### config.mk
export PLATFORM = sky130hd
export DESIGN_NAME = ifepb_bank
export DESIGN_NICKNAME = d
export VERILOG_FILES = /design/src/inc/ifepb_pkg.sv /design/src/hw/ifepb_prio_mem.sv /design/src/hw/ifepb_bank.sv
export VERILOG_INCLUDE_DIRS = /design/src /design/src/inc
export SDC_FILE = /design/constraint.sdc
export NUM_CORES = 1
export LEC_CHECK = 0
export ABC_AREA = 1
export BUFFER_PORTS_ARGS = -buffer_cell sky130_fd_sc_hd__buf_2
export CORE_MARGIN = 3
export CORE_UTILIZATION = 62
export DETAILED_ROUTE_END_ITERATION = 8
export PLACE_DENSITY = 0.82
export SYNTH_ARGS = -nofsm -noshare
export SYNTH_HDL_FRONTEND = slang
export SYNTH_SLANG_ARGS = --single-unit
### constraint.sdc
create_clock -name clk_in -period 46.9 [get_ports clk_in]
set_clock_uncertainty 0.2 [all_clocks]
set_input_delay 2.345 -clock clk_in [delete_from_list [all_inputs] [get_ports clk_in]]
set_output_delay 2.345 -clock clk_in [all_outputs]
set_load 0.01 [all_outputs]
### src/inc/ifepb_map.svh
`ifndef IFEPB_MAP_SVH
`define IFEPB_MAP_SVH

// Register byte offsets
`define IFEPB_OFF_FLAG      8'h00
`define IFEPB_OFF_ENABLE    8'h04
`define IFEPB_OFF_PRIO_BASE 8'h10
`define IFEPB_OFF_STATUS    8'h08
`define IFEPB_OFF_EVSTAT    8'h0C
`define IFEPB_OFF_EVMASK    8'h30

// Priority word field layout, lane n at bits 8n+4..8n
`define IFEPB_LANE_W        8
`define IFEPB_PRIO_LSB      2
`define IFEPB_SUB_LSB       0
`define IFEPB_LANE_MASK     8'h1F

// Presented status word layout
`define IFEPB_STAT_PRI_LSB  8
`define IFEPB_STAT_VEC_LSB  0

// Reset values
`define IFEPB_RST_WORD      32'h0000_0000

`endif

### src/inc/ifepb_pkg.sv
package ifepb_pkg;

  typedef struct packed {
    logic [7:0]  addr;
    logic [31:0] wdata;
    logic        wr;
    logic        rd;
  } ifepb_bus_req_t;

  typedef struct packed {
    logic [2:0] prio;
    logic [1:0] sub;
  } ifepb_level_t;

  typedef struct packed {
    logic       valid;
    logic [5:0] vec;
    logic [2:0] prio;
  } ifepb_present_t;

  typedef enum logic [1:0] {
    IFEPB_IDLE    = 2'b00,
    IFEPB_PRESENT = 2'b01
  } ifepb_state_t;

endpackage

### src/hw/ifepb_prio_mem.sv
`include "ifepb_map.svh"

module ifepb_prio_mem #(
  parameter int WORDS = 8,
  parameter int AW    = (WORDS > 1) ? $clog2(WORDS) : 1
) (
  // Clock and reset
  input  wire logic                     clk_in,
  input  wire logic                     reset_n_in,
  // Write port
  input  wire logic                     wr_in,
  input  wire logic [AW-1:0]            waddr_in,
  input  wire logic [31:0]              wdata_in,
  // Registered read port
  input  wire logic [AW-1:0]            raddr_in,
  output logic      [31:0]              rdata_out,
  // Flat view of all words for the arbiter
  output logic      [32*WORDS-1:0]      all_out
);

  logic [31:0] mem_r [WORDS];

  initial begin
    if (WORDS < 1 || WORDS > 8) begin
      $error("ifepb_prio_mem: WORDS out of range");
    end
  end

  // Unused bits never stored, so they read zero
  function automatic logic [31:0] ifepb_keep(input logic [31:0] w);
    ifepb_keep = w & {4{`IFEPB_LANE_MASK}};
  endfunction

  always_ff @(posedge clk_in or negedge reset_n_in) begin
    if (!reset_n_in) begin
      for (int i = 0; i < WORDS; i++) begin
        mem_r[i] <= `IFEPB_RST_WORD;
      end
    end else if (wr_in) begin
      mem_r[waddr_in] <= ifepb_keep(wdata_in);
    end
  end

  always_ff @(posedge clk_in or negedge reset_n_in) begin
    if (!reset_n_in) begin
      rdata_out <= `IFEPB_RST_WORD;
    end else begin
      rdata_out <= mem_r[raddr_in];
    end
  end

  always_comb begin
    for (int i = 0; i < WORDS; i++) begin
      all_out[32*i +: 32] = mem_r[i];
    end
  end

endmodule

### src/hw/ifepb_bank.sv
// Design decisions made here: strobed register access and the register offsets.
`include "ifepb_map.svh"

module ifepb_bank #(
  parameter int SOURCES = 32
) (
  // Clock and reset
  input  wire logic                  clk_in,
  input  wire logic                  reset_n_in,
  // Register port
  input  wire ifepb_pkg::ifepb_bus_req_t bus_in,
  output logic      [31:0]           rdata_out,
  // Source events, one-cycle or level
  input  wire logic [SOURCES-1:0]    src_event_in,
  // Per-source request towards the core
  output logic      [SOURCES-1:0]    src_req_out,
  // Presented interrupt
  output logic                       cpu_req_out,
  output logic      [5:0]            cpu_vec_out,
  output logic      [2:0]            cpu_prio_out,
  // Block interrupt
  output logic                       irq_out
);

  localparam int PWORDS = (SOURCES + 3) / 4;
  localparam int PAW    = (PWORDS > 1) ? $clog2(PWORDS) : 1;

  initial begin
    if (SOURCES < 1 || SOURCES > 32) begin
      $error("ifepb_bank: SOURCES must be 1..32");
    end
  end

  logic [SOURCES-1:0] flag_r;
  logic [SOURCES-1:0] enable_r;
  logic [1:0]         ev_stat_r;
  logic [1:0]         ev_mask_r;
  ifepb_pkg::ifepb_present_t pres_r;
  ifepb_pkg::ifepb_state_t   state_r;
  logic [31:0]        rdata_nxt;
  logic [7:0]         raddr_r;
  logic               rd_r;
  logic [32*PWORDS-1:0] prio_all;
  logic [31:0]        prio_rdata;

  wire logic wr_flag   = bus_in.wr && bus_in.addr == `IFEPB_OFF_FLAG;
  wire logic wr_enable = bus_in.wr && bus_in.addr == `IFEPB_OFF_ENABLE;
  wire logic wr_evstat = bus_in.wr && bus_in.addr == `IFEPB_OFF_EVSTAT;
  wire logic wr_evmask = bus_in.wr && bus_in.addr == `IFEPB_OFF_EVMASK;
  wire logic prio_sel  = bus_in.addr >= `IFEPB_OFF_PRIO_BASE &&
                         bus_in.addr < 8'(`IFEPB_OFF_PRIO_BASE + 4*PWORDS);
  wire logic [PAW-1:0] prio_idx =
    PAW'((bus_in.addr - `IFEPB_OFF_PRIO_BASE) >> 2);

  function automatic ifepb_pkg::ifepb_level_t lane_level(
    input logic [32*PWORDS-1:0] all, input int src);
    logic [7:0] lane;
    lane = all[8*src +: 8];
    lane_level.prio = lane[`IFEPB_PRIO_LSB +: 3];
    lane_level.sub  = lane[`IFEPB_SUB_LSB +: 2];
  endfunction

  ifepb_prio_mem #(
    .WORDS (PWORDS),
    .AW    (PAW)
  ) u_prio (
    .clk_in     (clk_in),
    .reset_n_in (reset_n_in),
    .wr_in      (bus_in.wr && prio_sel),
    .waddr_in   (prio_idx),
    .wdata_in   (bus_in.wdata),
    .raddr_in   (prio_idx),
    .rdata_out  (prio_rdata),
    .all_out    (prio_all)
  );

  // Flags: software write first, then hardware set on top
  always_ff @(posedge clk_in or negedge reset_n_in) begin
    if (!reset_n_in) begin
      flag_r <= '0;
    end else begin
      flag_r <= (wr_flag ? bus_in.wdata[SOURCES-1:0] : flag_r)
                | src_event_in;
    end
  end

  always_ff @(posedge clk_in or negedge reset_n_in) begin
    if (!reset_n_in) begin
      enable_r <= '0;
    end else if (wr_enable) begin
      enable_r <= bus_in.wdata[SOURCES-1:0];
    end
  end

  // Per-source level, decoded once for the request and winner logic
  ifepb_pkg::ifepb_level_t lvl [SOURCES];
  always_comb begin
    for (int i = 0; i < SOURCES; i++) begin
      lvl[i] = lane_level(prio_all, i);
    end
  end

  // Qualified requests
  always_comb begin
    for (int i = 0; i < SOURCES; i++) begin
      src_req_out[i] = flag_r[i] && enable_r[i]
                       && lvl[i].prio != 3'd0;
    end
  end

  // Winner: highest level, then highest subpriority, then lowest index
  ifepb_pkg::ifepb_present_t win;
  logic [4:0] best_key;
  always_comb begin
    win      = '0;
    best_key = '0;
    for (int i = 0; i < SOURCES; i++) begin
      if (src_req_out[i] &&
          (!win.valid || 5'(lvl[i]) > best_key)) begin
        win.valid = 1'b1;
        win.vec   = 6'(i);
        win.prio  = lvl[i].prio;
        best_key  = 5'(lvl[i]);
      end
    end
  end

  // Presentation latch: holds last presented vector for status
  always_ff @(posedge clk_in or negedge reset_n_in) begin
    if (!reset_n_in) begin
      pres_r  <= '0;
      state_r <= ifepb_pkg::IFEPB_IDLE;
    end else begin
      case (state_r)
        ifepb_pkg::IFEPB_IDLE: begin
          if (win.valid) begin
            pres_r  <= win;
            state_r <= ifepb_pkg::IFEPB_PRESENT;
          end
        end
        ifepb_pkg::IFEPB_PRESENT: begin
          if (!win.valid) begin
            pres_r.valid <= 1'b0;
            state_r      <= ifepb_pkg::IFEPB_IDLE;
          end else if (win.vec != pres_r.vec ||
                       win.prio != pres_r.prio) begin
            pres_r <= win;
          end
        end
        default: begin
          state_r <= ifepb_pkg::IFEPB_IDLE;
        end
      endcase
    end
  end

  assign cpu_req_out  = pres_r.valid;
  assign cpu_vec_out  = pres_r.vec;
  assign cpu_prio_out = pres_r.prio;

  // Events: bit0 new presentation, bit1 flag forced by software
  wire logic ev_new   = win.valid &&
                        (state_r == ifepb_pkg::IFEPB_IDLE ||
                         win.vec != pres_r.vec);
  wire logic ev_force = wr_flag &&
                        |(bus_in.wdata[SOURCES-1:0] & ~flag_r);

  always_ff @(posedge clk_in or negedge reset_n_in) begin
    if (!reset_n_in) begin
      ev_stat_r <= '0;
    end else begin
      ev_stat_r <= (ev_stat_r & ~(wr_evstat ? bus_in.wdata[1:0] : 2'b00))
                   | {ev_force, ev_new};
    end
  end

  always_ff @(posedge clk_in or negedge reset_n_in) begin
    if (!reset_n_in) begin
      ev_mask_r <= '0;
    end else if (wr_evmask) begin
      ev_mask_r <= bus_in.wdata[1:0];
    end
  end

  assign irq_out = |(ev_stat_r & ev_mask_r);

  // Read path: one cycle latency
  always_ff @(posedge clk_in or negedge reset_n_in) begin
    if (!reset_n_in) begin
      raddr_r <= '0;
      rd_r    <= 1'b0;
    end else begin
      raddr_r <= bus_in.addr;
      rd_r    <= bus_in.rd;
    end
  end

  logic [31:0] snap_nxt;
  always_comb begin
    snap_nxt = '0;
    case (bus_in.addr)
      `IFEPB_OFF_FLAG:   snap_nxt = 32'(flag_r);
      `IFEPB_OFF_ENABLE: snap_nxt = 32'(enable_r);
      `IFEPB_OFF_STATUS: begin
        snap_nxt[`IFEPB_STAT_PRI_LSB +: 3] = pres_r.prio;
        snap_nxt[`IFEPB_STAT_VEC_LSB +: 6] = pres_r.vec;
      end
      `IFEPB_OFF_EVSTAT: snap_nxt = {30'h0, ev_stat_r};
      `IFEPB_OFF_EVMASK: snap_nxt = {30'h0, ev_mask_r};
      default:           snap_nxt = '0;
    endcase
  end

  logic [31:0] snap_r;
  always_ff @(posedge clk_in or negedge reset_n_in) begin
    if (!reset_n_in) begin
      snap_r <= '0;
    end else begin
      snap_r <= snap_nxt;
    end
  end

  wire logic raddr_prio = raddr_r >= `IFEPB_OFF_PRIO_BASE &&
                          raddr_r < 8'(`IFEPB_OFF_PRIO_BASE + 4*PWORDS);
  always_comb begin
    rdata_nxt = '0;
    if (rd_r) begin
      rdata_nxt = raddr_prio ? prio_rdata : snap_r;
    end
  end
  assign rdata_out = rdata_nxt;

  // Checker helpers, decoded straight from the stored priority words
  logic [2:0]         chk_max_lvl;
  logic [SOURCES-1:0] chk_prio_nz;
  always_comb begin
    logic [2:0] lv;
    lv          = 3'd0;
    chk_max_lvl = 3'd0;
    chk_prio_nz = '0;
    for (int i = 0; i < SOURCES; i++) begin
      lv             = prio_all[`IFEPB_LANE_W*i + `IFEPB_PRIO_LSB +: 3];
      chk_prio_nz[i] = |lv;
      if (src_req_out[i] && lv > chk_max_lvl) begin
        chk_max_lvl = lv;
      end
    end
  end
endmodule

==> summary.txt <==
Route
  – DR vias/cell: 6.26
  – DR top layer: met5
  – Metal2 WL: approximately 33000 µm
  – Initial drt markers: between 2000 and 3000
  – First-pass DRT Iterations: 6
  – Vias: 21000
  – DRC Markers: 0
  – Post-route ant nets: 0
  – WL met1: about 27000 µm
  – DR WL/cell: 22.3 µm
  – Wire length on met3: 8400 µm
  – Aggregate routed wire length: 75000 µm

Power and ir drop
  – Switching Share: 47.5%
  – Combinational share of power: 55.7%
  – Pleak: 11.5 nW
  – Max VDD drop: roughly 0.034 mV
  – Clock share of power: between 10% and 20%
  – Pwr/cell area: 58.6 mW/mm²
  – Cell internal pwr: 701 µW
  – Net Sw Power: 633 µW
  – Reg power frac: 25.4%

Floorplan
  – Starting Density: between 60 and 70%
  – Die area: 0.0358 mm²
  – Die H: 189 µm
  – Count of boundary I/O pins: between 150 and 200
  – CORE AREA: 0.0328 mm²
  – # rows: 66
  – Die width: 189 µm

Clock network
  – # clock sinks: 295
  – Root Buffer: clkbuf_16
  – Clock buffer depth: 3
  – Hold_buf cts: 0
  – TritonCTS clock tree: done
  – CTS Buf Count: 31
  – Worst-path clk slew: 0.06 ns
  – Clk_lat worst skew: 0.57 ns
  – Htree depth: 1

Worst setup path
  – Critical path capture point type: flip-flop
  – CP arrival: 42.60 ns
  – WP data required: approximately 47 ns
  – Critical Path Start Type: flip-flop
  – Worst path most repeated cell: nand2_1
  – Crit path from: flag_r[0]
  – Reg-to-Reg Start: flag_r[0]
  – CP max FO: 17
  – Slowest stage delay, CP: between 0.4 and 0.5 ns
  – CP max stage cell: dfrtp_1
  – WS Path Type: flip-flop to flip-flop

Yosys
  – Seq cells post-synth: 295
  – Syn Inst Count: approximately 2800
  – Yosys top cell area share: 35.5%
  – Synth area leader: dfrtp_1
  – Dominant cells by area after synthesis: dfrtp_1 (35%), nand2_1 (13%), o21ai_0 (7.5%)
  – Yosys Warn Count: 0
  – Mapped Area: 0.0208 mm²
  – Ys flop type: dfrtp_1
  – Synth unique cells: 65
  – Sequential fraction of the synthesis area: 35.5%
  – Syn Nets: between 2000 and 3000
  – EDFF count, synth: 0
  – Asr flop ratio synth: 100%
  – Mean post-synth cell area: around 7.4 µm²

STA
  – Achievable Freq: 0.0236 GHz
  – Clock period minus worst slack: between 40 and 50 ns
  – Worst Tran Pin Value: 1.19 ns
  – Fin crit share: between 90% and 100%
  – Final Hold Vio Count: 0
  – Max_slew headroom: 20.9%
  – Endpoints failing setup: 0
  – Setup TNS Final: 0 ns
  – RSZ-0062 raised after global routing: no
  – Fin. max-slew vios: 0
  – Worst setup margin: 4.55 ns

Placed design
  – Cells after DPL: 3303
  – Port bufs: about 150
  – Final HPWL DP: 55400 µm
  – Worst slack at placement: 4.53 ns
  – Routability Congestion: 1.05

GRT
  – Largest net degree at the start of global routing: 196
  – Antenna violations before repair: 5
  – Vias in the first global route: 19800
  – GR Util All Layers: 41.1%
  – Gr ovfl total: 0
  – Global-route wire length before repair: between 100000 and 150000 µm

Outcome
  – Status: completed

Layout
  – Area Growth Syn to Fin: 9.28%
  – Nets: between 3000 and 4000
  – Layout Cells excl Fill: 3356
  – Proportion of layout cells with a drive suffix above 1: ~17%

Job
  – Max-cap violation count: 0

Worst hold path
  – Hold Path Class: flip-flop to flip-flop
  – Worst Hold Launch: u_prio.all_out[112]
registers in the layout (all words and copies together), names as in the netlist:
name and count:
flag_r 32, ev_mask_r 2, cpu_vec_out 5, raddr_r 4, state_r 1, enable_r 32
ev_stat_r 2, u_prio.rdata_out 20, cpu_prio_out 3, u_prio.all_out 160, snap_r 32, cpu_req_out 1
rd_r 1
worst paths after layout:
| kind | end | depth (start not counted) | slack, ns |
|---|---|---|---|
| worst max-delay path | cpu_req_out | 311 | 4.55 |
| worst min-delay path | u_prio.all_out[112] | 2 | 0.29 |
| worst max register to register | cpu_req_out | 311 | 4.55 |
| worst min register to register | u_prio.all_out[112] | 2 | 0.29 |
| max in group asynchronous | flag_r[15] | 2 | 43.35 |
| min in group asynchronous | rd_r | 1 | 1.61 |
what timing repair did:
item	CTS	global route
setup buffers	0	0
setup endpoints to repair	0	10
gates resized for setup	0	13
worst max-delay path, delay by kind of cell, from the launching register on:
kind | cells | cell delay (ns)
AND/OR/NAND/NOR | 216 | 22.28
AO/OA/AOI/OAI | 55 | 8.59
buffers and inverters | 9 | 0.86
adder cells (fa/ha/maj) | 31 | 9.70
flip-flops | 1 | 0.45
final cells by class:
class / count / area [µm²]
clock buffers: 41 / 843
well taps: 442 / 553
diodes: 1 / 2.50
clock inverters: 11 / 161
repair buffers: 171 / 933
fillers: 2748 / 10000
multi-input cells: 2071 / 11700
inverters: 324 / 1220
flip-flops and latches: 295 / 7380
Yosys cell counts (all sizes together), types with 2 or more instances:
cell,count
a22o,4
nand3b,40
o31ai,2
a32oi,5
inv,321
o211ai,4
a31oi,5
ha,109
dfrtp,295
buf,29
o2111ai,15
a21oi,77
a211o,32
o22ai,48
clkinv,3
o21bai,28
nor4,3
nor3,38
nor2,202
o221ai,2
a311oi,7
nand3,208
nand2,861
a21o,2
nand4,10
clkbuf,83
a221oi,21
o311ai,5
or2,16
o21ai,315
a22oi,2
stage by stage:
stage               total power, mW  instance area, µm²  utilization, %  hold WS, ns
detailed placement             1.06               21700            66.3        0.273
finish                         1.33               22800            69.4        0.287
global placement               1.03               21700            66.3        0.265
CTS                            1.32               22700            69.4        0.287
global route                   1.44               22700            69.4        0.308
floorplan                     0.899               20800               -        0.253
power by group through the flow:
stage,logic [mW],clock network (mW),registers (mW)
4_1_cts,0.730,0.250,0.335
2_1_floorplan,0.579,0,0.320
5_1_grt,0.841,0.261,0.341
6_report,0.743,0.252,0.339
3_5_place_dp,0.724,0,0.339
3_3_place_gp,0.696,0,0.339
cells by family (layout without fill, tap and decap cells):
group                      Yosys count  count (layout)  synth area share, %
adders and majority gates          109             109                 6.55
other                                1               2               0.0180
and+or+nand+nor                   1380            1380                 32.6
xor gates and xnor gates             1               1               0.0421
buffers and inverters              436             547                 8.70
DFF                                295             295                 35.5
AOI/OAI and AO/OA                  580             580                 16.6
layer usage:
| metal | vias to the layer above | track usage (%) |
|---|---|---|
| met2 | 1351 | 64.6 |
| met5 | - | 0 |
| met1 | 9840 | 51.0 |
| li1 | 9479 | - |
| met3 | 348 | 9.54 |
| met4 | 4 | 27.0 |
layout by cell type (no fill, tap or decap), drive strengths merged, types with 38 or more instances in the layout:
master  count
a21oi      77
buf       171
clkbuf     41
dfrtp     295
ha        109
inv       321
nand2     861
nand3     208
nand3b     40
nor2      202
nor3       38
o21ai     315
o22ai      48
Note: power is estimated with default switching activity, not from simulation.
